--- config.mk ---
export PLATFORM = sky130hd
export DESIGN_NAME = dms_channel
export DESIGN_NICKNAME = d
export VERILOG_FILES = /design/src/core/dms_pkg.sv /design/src/core/dms_channel.sv /design/src/core/dms_addr_step.sv /design/src/core/dms_buf2.sv
export SDC_FILE = /design/constraint.sdc
export NUM_CORES = 1
export LEC_CHECK = 0
export CAP_MARGIN = 5
export CORE_ASPECT_RATIO = 0.9
export CORE_MARGIN = 2
export CORE_UTILIZATION = 58
export DETAILED_ROUTE_END_ITERATION = 12
export DONT_BUFFER_PORTS = 1
export PLACE_DENSITY = 0.76
export SYNTH_ARGS = -nofsm -noshare
export SYNTH_HDL_FRONTEND = slang
export SYNTH_SLANG_ARGS = --single-unit
--- constraint.sdc ---
create_clock -name core_clk -period 3.3 [get_ports core_clk]
set_input_delay 0.99 -clock core_clk [delete_from_list [all_inputs] [get_ports core_clk]]
set_output_delay 0.99 -clock core_clk [all_outputs]
set_load 0.02 [all_outputs]
--- src/core/dms_pkg.sv ---
// Purpose: Constants and types for the DMA channel sequencer
// Assumes: 100 MHz core clock, one channel per instance
// Notes: Modes, trigger codes and field positions shared by all files but the bus model
package dms_pkg;
   // ****************************************************************
   // Widths and fixed values
   // ****************************************************************
   localparam int DMS_ADDR_W = 24;
   localparam int DMS_CNT_W = 16;
   localparam int DMS_IOA_W = 8;
   localparam logic [15:0] DMS_IO_HIGH = 16'hffff;
   localparam logic [15:0] DMS_CNT_RST = 16'h0000;
   localparam logic [23:0] DMS_ADDR_RST = 24'h000000;
   localparam logic [7:0] DMS_IOA_RST = 8'h00;
   localparam logic [7:0] DMS_RPT_RST = 8'h00;
   localparam logic [23:0] DMS_STEP_BYTE = 24'h000001;
   localparam logic [23:0] DMS_STEP_WORD = 24'h000002;
   localparam logic [1:0] DMS_BUF_DEPTH = 2'h2;
   // Bit layout of the trigger vector
   localparam int DMS_TRG_TMR0 = 0;
   localparam int DMS_TRG_TMR3 = 3;
   localparam int DMS_TRG_TXE = 4;
   localparam int DMS_TRG_RXF = 5;
   localparam int DMS_TRG_EXT = 6;
   localparam int DMS_TRG_W = 7;
   // ****************************************************************
   // Enumerations
   // ****************************************************************
   typedef enum logic [2:0]
   {
      DMS_MODE_IO,
      DMS_MODE_IDLE,
      DMS_MODE_REPEAT,
      DMS_MODE_NORMAL,
      DMS_MODE_BLOCK
   } dms_mode_t;
   typedef enum logic [2:0]
   {
      DMS_SRC_TMR0,
      DMS_SRC_TMR1,
      DMS_SRC_TMR2,
      DMS_SRC_TMR3,
      DMS_SRC_TXE,
      DMS_SRC_RXF,
      DMS_SRC_EXT,
      DMS_SRC_AUTO
   } dms_src_t;
endpackage

--- src/core/dms_channel.sv ---
// Purpose: Transfer sequencer for one DMA channel
// Assumes: Software programs addresses and count before enabling
// Notes: Bus side is a simple read then write handshake; one beat each
//
// Functional notes
// - One byte or word moves per accepted request outside block mode, for the programmed count
// - Each channel instance picks its own mode from its own port
// - Outside normal and block modes, serial receive-full trigger reads peripheral, writes memory; else reverse
// - Memory address steps up or down once after each transfer, except in idle mode
// - Peripheral address is all ones above an 8-bit low byte, never changes
// - Sixteen-bit count decrements by one after every transfer, or after every block in block mode
// - Count reaching zero clears channel enable and stops the channel in every mode but repeat
// - Completion interrupt only when completion interrupt enable is one
// - Count loaded with zero runs 65,536 transfers
// - Requests from timers 0 to 3, serial empty/full, external request
// - Idle mode holds both addresses fixed
// - Repeat mode restores start address and count, keeps running
// - Repeat mode never raises an interrupt
// - Auto-request normal mode runs without trigger until count done
// - Cycle-steal releases the bus after each transfer
// - Burst holds the bus until done unless higher master asks
// - Normal and block modes use full 24-bit source and destination
// - Block mode moves one block per request for the block count
// - Block end restores one address; interrupt possible when all done
// - Byte steps address by one, word steps by two
`timescale 1ns/1ps
module dms_channel
   import dms_pkg::*;
(
   input wire logic core_clk,
   input wire logic sys_rst,
   input wire dms_mode_t mode,
   input wire dms_src_t trig_select,
   input wire logic burst_mode,
   input wire logic step_enable,
   input wire logic step_down,
   input wire logic transfer_size_bit,
   input wire logic completion_irq_enable,
   input wire logic block_src_side,
   input wire logic load,
   input wire logic [23:0] memory_address_in,
   input wire logic [23:0] dest_address_in,
   input wire logic [7:0] peripheral_address_in,
   input wire logic [15:0] transfer_count_in,
   input wire logic [7:0] block_size_in,
   input wire logic enable_set,
   input wire logic enable_clear,
   input wire logic [6:0] trig_events,
   input wire logic ext_request_n,
   input wire logic higher_master_req,
   output logic channel_enable_bit,
   output logic completion_irq,
   output logic bus_req,
   output logic bus_rd,
   output logic bus_wr,
   output logic [23:0] bus_addr,
   output logic [15:0] bus_wdata,
   input wire logic bus_ack,
   input wire logic [15:0] bus_rdata,
   output logic [23:0] memory_address_reg,
   output logic [15:0] transfer_count_reg
);
   // ****************************************************************
   // Registers and synchronisers
   // ****************************************************************
   typedef enum logic [2:0] {ST_IDLE, ST_READ, ST_PUSH, ST_WRITE, ST_DONE}
      dms_state_t;
   dms_state_t state;
   logic [23:0] dest_address_reg, start_mem, start_dest, next_mem, next_dest;
   logic [15:0] start_count, next_count, buf_out_data, rd_word;
   logic [7:0] peripheral_address_reg, block_left, block_size;
   logic ext_meta, ext_sync, ext_prev, dir_rx, pending, last_xfer;
   logic block_end, req_hit, rd_src_ready, buf_out_valid, mem_step, full_addr;
   // External request crosses in from a pin
   always_ff @(posedge core_clk)
   begin
      if (sys_rst)
      begin
         ext_meta <= 1'b0;
         ext_sync <= 1'b0;
         ext_prev <= 1'b0;
      end
      else
      begin
         ext_meta <= ~ext_request_n;
         ext_sync <= ext_meta;
         ext_prev <= ext_sync;
      end
   end

   // ****************************************************************
   // Request selection
   // ****************************************************************
   function automatic logic trig_hit(input dms_src_t sel,
                                     input logic [6:0] ev,
                                     input logic ext_edge);
      case (sel)
         DMS_SRC_TMR0, DMS_SRC_TMR1, DMS_SRC_TMR2, DMS_SRC_TMR3:
            trig_hit = ev[3'(sel)];
         DMS_SRC_TXE: trig_hit = ev[DMS_TRG_TXE];
         DMS_SRC_RXF: trig_hit = ev[DMS_TRG_RXF];
         DMS_SRC_EXT: trig_hit = ext_edge | ev[DMS_TRG_EXT];
         default: trig_hit = 1'b0;
      endcase
   endfunction
   assign full_addr = (mode == DMS_MODE_NORMAL) || (mode == DMS_MODE_BLOCK);
   assign req_hit = trig_hit(trig_select, trig_events,
                             ext_sync && !ext_prev);
   assign mem_step = step_enable && (mode != DMS_MODE_IDLE);
   assign last_xfer = (transfer_count_reg == 16'h0001);
   assign block_end = (mode == DMS_MODE_BLOCK) && (block_left == 8'h01);
   assign next_count = transfer_count_reg - 16'h0001;
   dms_addr_step u_mem_step
   (
      .addr(memory_address_reg),
      .step_en(mem_step),
      .step_down(step_down),
      .size_word(transfer_size_bit),
      .next_addr(next_mem)
   );
   dms_addr_step u_dest_step
   (
      .addr(dest_address_reg),
      .step_en(step_enable && full_addr),
      .step_down(step_down),
      .size_word(transfer_size_bit),
      .next_addr(next_dest)
   );
   dms_buf2 u_buf
   (
      .core_clk(core_clk),
      .sys_rst(sys_rst),
      .in_valid(state == ST_PUSH),
      .in_ready(rd_src_ready),
      .in_data(rd_word),
      .out_valid(buf_out_valid),
      .out_ready(state == ST_WRITE && bus_ack),
      .out_data(buf_out_data)
   );
   // Pending request latch; a new request wins over its consumption
   always_ff @(posedge core_clk)
   begin
      if (sys_rst)
         pending <= 1'b0;
      else if (req_hit && channel_enable_bit)
         pending <= 1'b1;
      else if (state == ST_IDLE && pending)
         pending <= 1'b0;
   end

   // ****************************************************************
   // Sequencer
   // ****************************************************************
   always_ff @(posedge core_clk)
   begin
      if (sys_rst)
      begin
         state <= ST_IDLE;
         dir_rx <= 1'b0;
         bus_req <= 1'b0;
         bus_rd <= 1'b0;
         bus_wr <= 1'b0;
         bus_addr <= DMS_ADDR_RST;
         bus_wdata <= DMS_CNT_RST;
         rd_word <= DMS_CNT_RST;
      end
      else
      begin
         case (state)
            ST_IDLE:
            begin
               bus_req <= bus_req && burst_mode && !higher_master_req
                  && channel_enable_bit;
               if (channel_enable_bit && (pending || (mode == DMS_MODE_BLOCK
                  && block_left != block_size) || (mode == DMS_MODE_NORMAL
                  && trig_select == DMS_SRC_AUTO)))
               begin
                  dir_rx <= (trig_select == DMS_SRC_RXF) && !full_addr;
                  state <= ST_READ;
                  bus_req <= 1'b1;
                  bus_rd <= 1'b1;
                  bus_addr <= (trig_select == DMS_SRC_RXF && !full_addr)
                     ? {DMS_IO_HIGH, peripheral_address_reg}
                     : memory_address_reg;
               end
            end
            ST_READ:
               if (bus_ack)
               begin
                  bus_rd <= 1'b0;
                  rd_word <= bus_rdata;
                  state <= ST_PUSH;
               end
            ST_PUSH:
               if (rd_src_ready)
               begin
                  state <= ST_WRITE;
                  bus_wr <= 1'b1;
                  bus_wdata <= rd_word;
                  if (full_addr)
                     bus_addr <= dest_address_reg;
                  else if (dir_rx)
                     bus_addr <= memory_address_reg;
                  else
                     bus_addr <= {DMS_IO_HIGH, peripheral_address_reg};
               end
            ST_WRITE:
            begin
               bus_wdata <= buf_out_data;
               if (bus_ack && buf_out_valid)
               begin
                  bus_wr <= 1'b0;
                  bus_req <= burst_mode && !higher_master_req;
                  state <= ST_DONE;
               end
            end
            ST_DONE:
               state <= ST_IDLE;
            default:
               state <= ST_IDLE;
         endcase
      end
   end

   // ****************************************************************
   // Address, count and enable
   // ****************************************************************
   always_ff @(posedge core_clk)
   begin
      if (sys_rst)
      begin
         memory_address_reg <= DMS_ADDR_RST;
         dest_address_reg <= DMS_ADDR_RST;
         peripheral_address_reg <= DMS_IOA_RST;
         transfer_count_reg <= DMS_CNT_RST;
         start_mem <= DMS_ADDR_RST;
         start_dest <= DMS_ADDR_RST;
         start_count <= DMS_CNT_RST;
         block_size <= DMS_RPT_RST;
         block_left <= DMS_RPT_RST;
      end
      else if (load && !channel_enable_bit)
      begin
         memory_address_reg <= memory_address_in;
         dest_address_reg <= dest_address_in;
         peripheral_address_reg <= peripheral_address_in;
         transfer_count_reg <= transfer_count_in;
         start_mem <= memory_address_in;
         start_dest <= dest_address_in;
         start_count <= transfer_count_in;
         block_size <= block_size_in;
         block_left <= block_size_in;
      end
      else if (state == ST_DONE)
      begin
         memory_address_reg <= next_mem;
         dest_address_reg <= next_dest;
         if (mode == DMS_MODE_BLOCK && !block_end)
            block_left <= block_left - 8'h01;
         else
         begin
            transfer_count_reg <= next_count;
            block_left <= block_size;
            if (block_end && block_src_side)
               memory_address_reg <= start_mem;
            else if (block_end)
               dest_address_reg <= start_dest;
            if (mode == DMS_MODE_REPEAT && last_xfer)
            begin
               memory_address_reg <= start_mem;
               transfer_count_reg <= start_count;
            end
         end
      end
   end

   always_ff @(posedge core_clk)
   begin
      if (sys_rst)
      begin
         channel_enable_bit <= 1'b0;
         completion_irq <= 1'b0;
      end
      else
      begin
         completion_irq <= 1'b0;
         if (state == ST_DONE && last_xfer && mode != DMS_MODE_REPEAT
            && (mode != DMS_MODE_BLOCK || block_end))
         begin
            channel_enable_bit <= 1'b0;
            completion_irq <= completion_irq_enable;
         end
         else if (enable_set)
            channel_enable_bit <= 1'b1;
         else if (enable_clear)
            channel_enable_bit <= 1'b0;
      end
   end
endmodule

--- src/core/dms_addr_step.sv ---
// Purpose: Next-address arithmetic for a stepping address register
// Assumes: Combinational, used by the channel sequencer
// Notes: Byte steps by one, word steps by two
`timescale 1ns/1ps
module dms_addr_step
   import dms_pkg::*;
(
   input wire logic [23:0] addr,
   input wire logic step_en,
   input wire logic step_down,
   input wire logic size_word,
   output logic [23:0] next_addr
);
   // ****************************************************************
   // Step arithmetic
   // ****************************************************************
   function automatic logic [23:0] step_of(input logic word);
      step_of = word ? DMS_STEP_WORD : DMS_STEP_BYTE;
   endfunction

   always_comb
   begin
      next_addr = addr;
      if (step_en)
      begin
         if (step_down)
            next_addr = addr - step_of(size_word);
         else
            next_addr = addr + step_of(size_word);
      end
   end
endmodule

--- src/core/dms_buf2.sv ---
// Purpose: Two-entry valid/ready buffer for transfer words
// Assumes: Single clock, synchronous active-high reset
// Notes: Full and empty are exact; in_ready drops when both slots hold
`timescale 1ns/1ps
module dms_buf2
   import dms_pkg::*;
(
   input wire logic core_clk,
   input wire logic sys_rst,
   input wire logic in_valid,
   output logic in_ready,
   input wire logic [15:0] in_data,
   output logic out_valid,
   input wire logic out_ready,
   output logic [15:0] out_data
);
   // ****************************************************************
   // Storage
   // ****************************************************************
   logic [15:0] mem [2];
   logic wr_ptr;
   logic rd_ptr;
   logic [1:0] count;
   logic push;
   logic pop;

   assign push = in_valid && in_ready;
   assign pop = out_valid && out_ready;
   assign in_ready = (count != DMS_BUF_DEPTH);
   assign out_valid = (count != 2'h0);
   assign out_data = mem[rd_ptr];

   always_ff @(posedge core_clk)
   begin
      if (push)
         mem[wr_ptr] <= in_data;
   end

   always_ff @(posedge core_clk)
   begin
      if (sys_rst)
      begin
         wr_ptr <= 1'b0;
         rd_ptr <= 1'b0;
         count <= 2'h0;
      end
      else
      begin
         if (push)
            wr_ptr <= ~wr_ptr;
         if (pop)
            rd_ptr <= ~rd_ptr;
         count <= count + {1'b0, push} - {1'b0, pop};
      end
   end
endmodule

==> results of run 1 <==
-- worst max path at each step --
| stage | depth (start not counted) | to | slack (ns) |
|---|---|---|---|
| floorplan | 9 | memory_address_reg[16]$_SDFFE_PP0P_ | 0.003 |
| global placement | 11 | memory_address_reg[22]$_SDFFE_PP0P_ | -0.32 |
| detailed placement | 11 | memory_address_reg[22]$_SDFFE_PP0P_ | -0.32 |
| CTS | 11 | memory_address_reg[20]$_SDFFE_PP0P_ | 0.23 |
| global route | 7 | transfer_count_reg[14]$_SDFFE_PP0P_ | 0.07 |
| finish | 7 | transfer_count_reg[14]$_SDFFE_PP0P_ | 0.29 |
-- routing by layer --
layer,global-route usage,share of wire,up-vias
met5,0,0.00041,-
met1,0.493,0.45,6478
met4,0.110,0.037,2
li1,-,-,6505
met2,0.495,0.42,598
met3,0.0659,0.097,102
-- metrics by stage --
| stage | setup WS [ns] | cells | instance area, µm² | hold slack [ns] |
|---|---|---|---|---|
| 2_1_floorplan | 0.00326 | 1787 | 14100 | 0.414 |
| 3_3_place_gp | -0.320 | 2081 | 14900 | 0.436 |
| 3_5_place_dp | -0.324 | 2081 | 14900 | 0.441 |
| 4_1_cts | 0.234 | 2131 | 15900 | 0.450 |
| 5_1_grt | 0.0690 | 2131 | 15900 | 0.466 |
| 6_report | 0.293 | 2131 | 15900 | 0.450 |
-- area by class of cell --
class | instances | area, µm²
Clock inverter | 16 | 205
Sequential cell | 258 | 5490
Clock buffer | 34 | 732
Tap cell | 308 | 385
Inverter | 36 | 135
Timing Repair Buffer | 109 | 881
Fill cell | 2089 | 8180
Multi-Input combinational cell | 1370 | 8050
-- critical path, delay by kind of cell, from the launching register on --
kind            cells  cell delay [ns]
flops               1             0.38
simple gates        4             1.80
compound gates      3             0.75
-- where the power goes --
| part | switching, µW | internal, µW | leakage (µW) | total, µW |
|---|---|---|---|---|
| logic | 722 | 497 | 0.00346 | 1220 |
| clock network | 1330 | 1900 | 0.000455 | 3220 |
| registers | 166 | 3310 | 0.00219 | 3480 |
| total | 2220 | 5700 | 0.00610 | 7920 |
-- logic make-up (layout without fill, tap and decap cells) --
| family | Yosys count | after routing | synth area share |
|---|---|---|---|
| AO/OA/AOI/OAI | 608 | 608 | 0.267 |
| XOR/XNOR | 41 | 41 | 0.0255 |
| adder cells (fa/ha/maj) | 52 | 52 | 0.0462 |
| buffers and inverters | 159 | 195 | 0.0436 |
| flip-flops | 258 | 258 | 0.390 |
| multiplexers | 41 | 41 | 0.0302 |
| AND/OR/NAND/NOR | 628 | 628 | 0.198 |
-- synthesized netlist by cell type (4+ instances only) --
master | number | share of area
sky130_fd_sc_hd__a21oi_1 | 271 | 0.096
sky130_fd_sc_hd__nor4b_1 | 4 | 0.0025
sky130_fd_sc_hd__o31a_1 | 4 | 0.0025
sky130_fd_sc_hd__o21ai_1 | 4 | 0.0014
sky130_fd_sc_hd__and3_1 | 8 | 0.0036
sky130_fd_sc_hd__buf_1 | 14 | 0.0037
sky130_fd_sc_hd__and2_1 | 10 | 0.0044
sky130_fd_sc_hd__clkbuf_1 | 102 | 0.027
sky130_fd_sc_hd__a21o_1 | 23 | 0.012
sky130_fd_sc_hd__o21a_1 | 10 | 0.0053
sky130_fd_sc_hd__or3_1 | 13 | 0.0058
sky130_fd_sc_hd__a211o_1 | 9 | 0.0056
sky130_fd_sc_hd__nand2b_1 | 10 | 0.0044
sky130_fd_sc_hd__dfxtp_1 | 226 | 0.32
sky130_fd_sc_hd__a31oi_1 | 22 | 0.0098
sky130_fd_sc_hd__ha_1 | 52 | 0.046
sky130_fd_sc_hd__a221oi_1 | 9 | 0.0056
sky130_fd_sc_hd__a221o_1 | 4 | 0.0028
sky130_fd_sc_hd__nand4_1 | 9 | 0.0040
sky130_fd_sc_hd__inv_1 | 36 | 0.0096
sky130_fd_sc_hd__buf_2 | 4 | 0.0014
sky130_fd_sc_hd__mux2i_1 | 38 | 0.027
sky130_fd_sc_hd__o211ai_1 | 25 | 0.013
sky130_fd_sc_hd__o21ai_0 | 98 | 0.035
sky130_fd_sc_hd__a211oi_1 | 35 | 0.019
sky130_fd_sc_hd__o31ai_1 | 6 | 0.0032
sky130_fd_sc_hd__edfxtp_1 | 32 | 0.068
sky130_fd_sc_hd__xnor2_1 | 20 | 0.012
sky130_fd_sc_hd__nand4b_1 | 5 | 0.0031
sky130_fd_sc_hd__o22ai_1 | 6 | 0.0027
sky130_fd_sc_hd__xor2_1 | 21 | 0.013
sky130_fd_sc_hd__nand2_1 | 314 | 0.084
sky130_fd_sc_hd__o221ai_1 | 41 | 0.026
sky130_fd_sc_hd__nor2b_1 | 9 | 0.0040
sky130_fd_sc_hd__nor3_1 | 46 | 0.016
sky130_fd_sc_hd__nor2_1 | 145 | 0.039
sky130_fd_sc_hd__nor4_1 | 7 | 0.0031
sky130_fd_sc_hd__nand3_1 | 21 | 0.0075
sky130_fd_sc_hd__o2111ai_1 | 6 | 0.0037
sky130_fd_sc_hd__nor3b_1 | 4 | 0.0021
-- layout by cell type, fill, tap and decap left out, types with 8 or more instances in the layout --
master,Yosys,final
sky130_fd_sc_hd__and3_1,8,8
sky130_fd_sc_hd__a211o_1,9,9
sky130_fd_sc_hd__o21a_1,10,10
sky130_fd_sc_hd__inv_1,36,36
sky130_fd_sc_hd__dfxtp_1,226,226
sky130_fd_sc_hd__xnor2_1,20,20
sky130_fd_sc_hd__mux2i_1,38,38
sky130_fd_sc_hd__clkbuf_16,0,27
sky130_fd_sc_hd__a211oi_1,35,35
sky130_fd_sc_hd__nor2_1,145,145
sky130_fd_sc_hd__edfxtp_1,32,32
sky130_fd_sc_hd__or3_1,13,13
sky130_fd_sc_hd__o221ai_1,41,41
sky130_fd_sc_hd__a21oi_1,271,271
sky130_fd_sc_hd__a221oi_1,9,9
sky130_fd_sc_hd__o211ai_1,25,25
sky130_fd_sc_hd__nand4_1,9,9
sky130_fd_sc_hd__xor2_1,21,21
sky130_fd_sc_hd__nand2_1,314,313
sky130_fd_sc_hd__a21o_1,23,23
sky130_fd_sc_hd__nand2b_1,10,9
sky130_fd_sc_hd__o21ai_0,98,96
sky130_fd_sc_hd__buf_4,1,104
sky130_fd_sc_hd__nor3_1,46,44
sky130_fd_sc_hd__and2_1,10,10
sky130_fd_sc_hd__a31oi_1,22,22
sky130_fd_sc_hd__nand3_1,21,21
sky130_fd_sc_hd__ha_1,52,51
==> out/summary.log, run 1 <==
INFO  critical_path  crit_start=block_left[2]$_SDFFE_PP0P_
INFO  cells_and_area largest_register_ffs=32
INFO  placement      detailed_place_hpwl=30,800µm
INFO  power_and_ir_drop static-leakage-power=0.00610µW
INFO  synth          sequential_fraction_of_the_synthesis_area=0.390
INFO  clock_network  cts-hold-fix-buffers=0
INFO  power_and_ir_drop power_per_cell_area=499nW/µm²
INFO  cells_and_area registers.top_by_ff_count=u_buf.mem
INFO  critical_path  crit_fanout=14
INFO  synth          synthesis.instances=1,787
INFO  clock_network  cts_repair_resize_count=0
INFO  cells_and_area layout-drive-gt1-share=0.103
INFO  timing         finalMaxSlewViolations=0
INFO  clock_network  htreeDepth=1
INFO  clock_network  clk_pin_slew=0.07ns
INFO  synth          yosys_warns=0
INFO  power_and_ir_drop power=7920µW
INFO  timing         finalSetupViolCount=0
INFO  global_route   globalRouteTotalUtil=0.336
INFO  timing         timing.slew.headroom=0.347
INFO  critical_path  start_kind=register
INFO  critical_path  worstRegToRegCells=7
INFO  critical_path  worstReg2RegStart=block_left[2]$_SDFFE_PP0P_
INFO  floorplan      fp.dieH=152µm
INFO  cells_and_area utilization_after_layout=0.660
INFO  job            max_cap_violations=0
INFO  route          drt-wirelength-per-cell=20.5µm
INFO  floorplan      io_pins=208
INFO  synth          synth_enable_flop_cells=32
INFO  critical_path  reg2reg_setup_slack=0.29ns
INFO  route          drt-pass1-iter-count=5
INFO  synth          synth-seq-cells=258
INFO  floorplan      die-area=25,500µm²
INFO  floorplan      placeableCoreArea=24,100µm²
INFO  critical_path  crit_path_max_incr_delay=0.77ns
INFO  critical_path  worst-setup-path-type=register to register
INFO  synth          post_synth_num_cell_types=81
INFO  min_path       min_path_cells=2
INFO  critical_path  cp_common_cell=sky130_fd_sc_hd__nor2_1
INFO  clock_network  clk_root_buffer_cell=sky130_fd_sc_hd__clkbuf_16
INFO  global_route   antenna_found_initial=1
INFO  min_path       holdCritStartpoint=start_dest[7]$_SDFFE_PP0P_
INFO  clock_network  cts_inserted_buffers=27
INFO  timing         min_period=3.01ns
INFO  critical_path  worstPathCellList=nor4_1, nor4bb_1, nor2_1, nor2_1, o21ai_0, a221o_1, a21oi_1
INFO  clock_network  post_cts.repair.setup_buffers=0
INFO  critical_path  critical_path.slowest_cell=sky130_fd_sc_hd__nor2_1
INFO  timing         achievable-frequency=0.333GHz
INFO  min_path       hp-class=register to register
INFO  clock_network  tritoncts=built
INFO  clock_network  worstSkewPairLatency=0.57ns
INFO  floorplan      initial_utilization=0.585
INFO  power_and_ir_drop peakVddDrop=0.000425V
INFO  critical_path  cp.arrival=3.49ns
INFO  timing         post-route-period-util=0.911
INFO  route          detail_route.wirelength=43,600µm
INFO  placement      place_congestion=0.947
INFO  cells_and_area area_growth=12.8%
INFO  synth          syn-cell-area=14,100µm²
INFO  clock_network  clock_tree.buffer_depth=3
INFO  global_route   grt_max_degree=209
INFO  cells_and_area final_net_count=1,977
INFO  synth          ys_dominant_reg_cell=sky130_fd_sc_hd__dfxtp_1
INFO  floorplan      rows=54
INFO  synth          synthesis.area_per_instance=7.88µm²
INFO  timing         finalSetupTns=0ns
INFO  timing         timing_hold_violations_final=0
INFO  critical_path  worst_reg2reg_endpoint=transfer_count_reg[14]$_SDFFE_PP0P_
INFO  route          initialDrtViolationCount=1,521
INFO  route          drt_drc_violations_left=0
INFO  timing         worst_clock_skew=0.0259ns
INFO  cells_and_area antenna_cells=0
INFO  synth          synth_fp_nets=1,962
INFO  critical_path  endpoint_kind=register
INFO  global_route   grt_pass1_wl=69,700µm
INFO  route          number_of_vias_per_cell_after_detailed_routing=6.42
INFO  global_route   via_count_of_the_first_global_routing_pass=12,700
INFO  clock_network  cts_sinks=258
INFO  outcome        run_status=complete, no violations
INFO  timing         rsz_0062_raised_after_global_routing=no
INFO  timing         timing_worst_slew_pin_value=0.977ns
INFO  placement      port-buffer-count=0
INFO  synth          fraction_of_registers_with_async_set_or_reset_after_synthesis=0
INFO  floorplan      die-width=168µm
INFO  critical_path  timing.critical_path.required=3.78ns
INFO  global_route   total_congestion_overflow=0
INFO  route          postRouteAntennaNets=0
INFO  route          routed-via-count=13,700
INFO  min_path       hold_path_end=start_dest[7]$_SDFFE_PP0P_
Note: power is estimated with default switching activity, not from simulation.
==> run 2, diff against run 1 <==
--- a/config.mk
+++ b/config.mk
@@ -8,10 +8,10 @@
 export CAP_MARGIN = 5
 export CORE_ASPECT_RATIO = 0.9
 export CORE_MARGIN = 2
-export CORE_UTILIZATION = 58
+export CORE_UTILIZATION = 35
 export DETAILED_ROUTE_END_ITERATION = 12
 export DONT_BUFFER_PORTS = 1
-export PLACE_DENSITY = 0.76
+export REMOVE_ABC_BUFFERS = 1
 export SYNTH_ARGS = -nofsm -noshare
 export SYNTH_HDL_FRONTEND = slang
 export SYNTH_SLANG_ARGS = --single-unit
==> out/summary.log, run 2 (same netlist as run 1, synthesis figures left out) <==
INFO  power_and_ir_drop power.switching=2310µW [+4.2%]
INFO  power_and_ir_drop power.switching_fraction=0.280 [about the same]
INFO  critical_path  start_kind=primary input
INFO  job            max_cap_violations=0 [unchanged]
INFO  placement      place_congestion=0.890 [-6.0%]
INFO  floorplan      placeableCoreArea=39,500µm² [+64%]
INFO  power_and_ir_drop power_frac_clock=0.431 [+0.024]
INFO  clock_network  cts-hold-fix-buffers=0 [unchanged]
INFO  critical_path  timing.critical_path.required=3.80ns [+0.02 ns]
INFO  timing         min_period=3.09ns [+0.0842 ns]
INFO  critical_path  endpoint_kind=register
INFO  timing         finalSetupViolCount=0 [unchanged]
INFO  critical_path  worst-setup-path-type=primary input to register
INFO  floorplan      initial_utilization=0.356 [-0.229]
INFO  clock_network  post_cts.repair.setup_buffers=0 [unchanged]
INFO  global_route   grt_max_degree=209 [unchanged]
INFO  cells_and_area layout-drive-gt1-share=0.104 [+0.00119]
INFO  clock_network  worstSkewPairLatency=0.60ns [+0.03 ns]
INFO  clock_network  cts_sinks=258 [unchanged]
INFO  cells_and_area most_frequent_cells_in_the_layout=sky130_fd_sc_hd__nand2_1, sky130_fd_sc_hd__a21oi_1, sky130_fd_sc_hd__dfxtp_1, sky130_fd_sc_hd__nor2_1, sky130_fd_sc_hd__buf_4
INFO  timing         finalSetupTns=0ns [unchanged]
INFO  clock_network  clock_tree.buffer_depth=3 [unchanged]
INFO  timing         rsz_0062_raised_after_global_routing=no
INFO  clock_network  tritoncts=built
INFO  power_and_ir_drop static-leakage-power=0.00619µW [+1.4%]
INFO  route          drt-pass1-iter-count=8 [+3]
INFO  placement      worst_slack_at_placement=-0.317ns [+0.00784 ns]
INFO  floorplan      io_pins=208 [unchanged]
INFO  cells_and_area final_common_cell=sky130_fd_sc_hd__nand2_1
INFO  route          postRouteAntennaNets=0 [unchanged]
INFO  floorplan      die-area=41,900µm² [+64%]
INFO  clock_network  clk_pin_slew=0.06ns [about the same]
INFO  clock_network  cts_inserted_buffers=30 [+11%]
INFO  timing         post-route-period-util=0.937 [+0.0255]
INFO  route          initialDrtViolationCount=965 [-37%]
INFO  route          drt_drc_violations_left=0 [unchanged]
INFO  power_and_ir_drop pwr-share-seq=0.420 [-0.019]
INFO  global_route   antenna_found_initial=1 [unchanged]
INFO  route          routed-via-count=13,400 [-2.3%]
INFO  critical_path  cp.arrival=3.59ns [+0.10 ns]
INFO  route          detail_route.wirelength=47,100µm [+7.9%]
INFO  min_path       hp-class=register to register
INFO  cells_and_area area_growth=15.7%
INFO  cells_and_area registers.top_by_ff_count=u_buf.mem
INFO  timing         post-route-worst-setup-slack=0.209ns [-0.0842 ns]
INFO  cells_and_area final_area=16,300µm² [+2.6%]
INFO  floorplan      die-width=215µm [+28%]
INFO  route          route.met2.wl=20,600µm [+13%]
INFO  global_route   grt_pass1_wl=73,500µm [+5.5%]
INFO  placement      placedInstanceArea=15,200µm² [+2.0%]
INFO  route          drt-wirelength-per-cell=19.9µm [-2.7%]
INFO  clock_network  htreeDepth=1 [unchanged]
INFO  global_route   total_congestion_overflow=0 [unchanged]
INFO  global_route   via_count_of_the_first_global_routing_pass=12,700 [-0.17%]
INFO  route          top_signal_layer_used=met4
INFO  outcome        run_status=complete, no violations
INFO  timing         timing_worst_slew_pin_value=1.08ns [+0.103 ns]
INFO  cells_and_area largest_register_ffs=32 [unchanged]
INFO  power_and_ir_drop power_per_cell_area=506nW/µm² [+1.5%]
INFO  timing         finalMaxSlewViolations=0 [unchanged]
INFO  floorplan      rows=69 [+28%]
INFO  cells_and_area final_net_count=1,983 [+0.30%]
INFO  route          wl_met1=21,800µm [+12%]
INFO  route          number_of_vias_per_cell_after_detailed_routing=5.66 [-12%]
INFO  clock_network  clk_root_buffer_cell=sky130_fd_sc_hd__clkbuf_16
INFO  critical_path  crit_fanout=54 [+40]
INFO  timing         timing_hold_violations_final=0 [unchanged]
INFO  timing         timing.slew.headroom=0.277 [-0.0700]
INFO  timing         achievable-frequency=0.323GHz [-2.7%]
INFO  cells_and_area n_fill_cell=4,091 [+96%]
INFO  power_and_ir_drop power.internal=5940µW [+4.2%]
INFO  placement      detailed_place_hpwl=33,300µm [+8.0%]
INFO  timing         worst_clock_skew=0.0200ns [-0.00590 ns]
INFO  route          route.met3.wl=3130µm [-26%]
INFO  power_and_ir_drop p_comb_frac=0.149 [-0.005]
INFO  placement      port-buffer-count=0 [unchanged]
INFO  power_and_ir_drop peakVddDrop=0.000426V [+0.36%]
INFO  cells_and_area multiInputGateArea=8020µm² [-0.39%]
INFO  cells_and_area area_occupied_by_registers=5490µm² [unchanged]
INFO  floorplan      fp.dieH=194µm [+28%]
INFO  global_route   globalRouteTotalUtil=0.219 [-0.117]
## run 2: changes by cell type in the layout (fill, tap and decap cells not counted), moves of 2 or more
cell | before | now
sky130_fd_sc_hd__clkbuf_16 | 27 | 30
sky130_fd_sc_hd__o31ai_2 | 3 | 1
sky130_fd_sc_hd__o31ai_1 | 4 | 6
sky130_fd_sc_hd__buf_12 | 5 | 7
## run 2: what timing repair did
action,in CTS,in global routing
setup endpoints to repair,0,3
resized for setup,0,1
endpoints found under the hold margin,0,0
## run 2: worst paths after layout
path	from	end	slack (ns)	depth (start not counted)
hold reg to reg	start_count[14]$_SDFFE_PP0P_	start_count[14]$_SDFFE_PP0P_	0.45	2
setup / recovery	step_down	dest_address_reg[23]$_SDFFE_PP0P_	0.21	10
setup reg to reg	transfer_count_reg[8]$_SDFFE_PP0P_	memory_address_reg[8]$_SDFFE_PP0P_	0.25	8
hold / removal	start_count[14]$_SDFFE_PP0P_	start_count[14]$_SDFFE_PP0P_	0.45	2
## run 2: power groups by stage
stage               Combinational [µW]  Sequential (µW)  Clock [µW]
floorplan                          799             3520           0
global placement                  1200             3530           0
detailed placement                1210             3530           0
CTS                               1220             3460        3620
global route                      1370             3480        3750
finish                            1230             3470        3560
## run 2: routing by layer
| layer | GRT usage | vias up |
|---|---|---|
| met4 | 0.0705 | 0 |
| li1 | - | 6528 |
| met5 | 0 | - |
| met2 | 0.342 | 404 |
| met1 | 0.305 | 6361 |
| met3 | 0.0381 | 79 |
## run 2: worst max-delay path, stage by stage
cell	delay, ns
sky130_fd_sc_hd__ha_1	0.34
sky130_fd_sc_hd__and2_1	0.17
sky130_fd_sc_hd__a2111oi_1	0.55
sky130_fd_sc_hd__buf_4	0.23
sky130_fd_sc_hd__o31ai_1	0.10
sky130_fd_sc_hd__o21ba_2	0.24
sky130_fd_sc_hd__o2111ai_1	0.26
sky130_fd_sc_hd__nand4b_1	0.17
sky130_fd_sc_hd__a211o_1	0.29
sky130_fd_sc_hd__a211oi_1	0.21
## run 2: per-stage QoR
step / hold slack, ns / utilization / std cells / total power, µW
after floorplan: 0.414 / - / 1664 / 4320
after global placement: 0.419 / 0.385 / 2308 / 4720
after detailed placement: 0.442 / 0.385 / 2308 / 4740
after CTS: 0.441 / 0.412 / 2363 / 8300
after global routing: 0.452 / 0.412 / 2364 / 8590
final: 0.451 / 0.412 / 2364 / 8250
## run 2: area by class of cell
type | instances | area share
Inverter | 36 | 0.00829
Clock inverter | 18 | 0.0151
Clock buffer | 37 | 0.0495
Multi-Input combinational cell | 1370 | 0.492
Tap cell | 532 | 0.0409
Timing Repair Buffer | 112 | 0.0570
Antenna cell | 1 | 0.000154
Sequential cell | 258 | 0.337
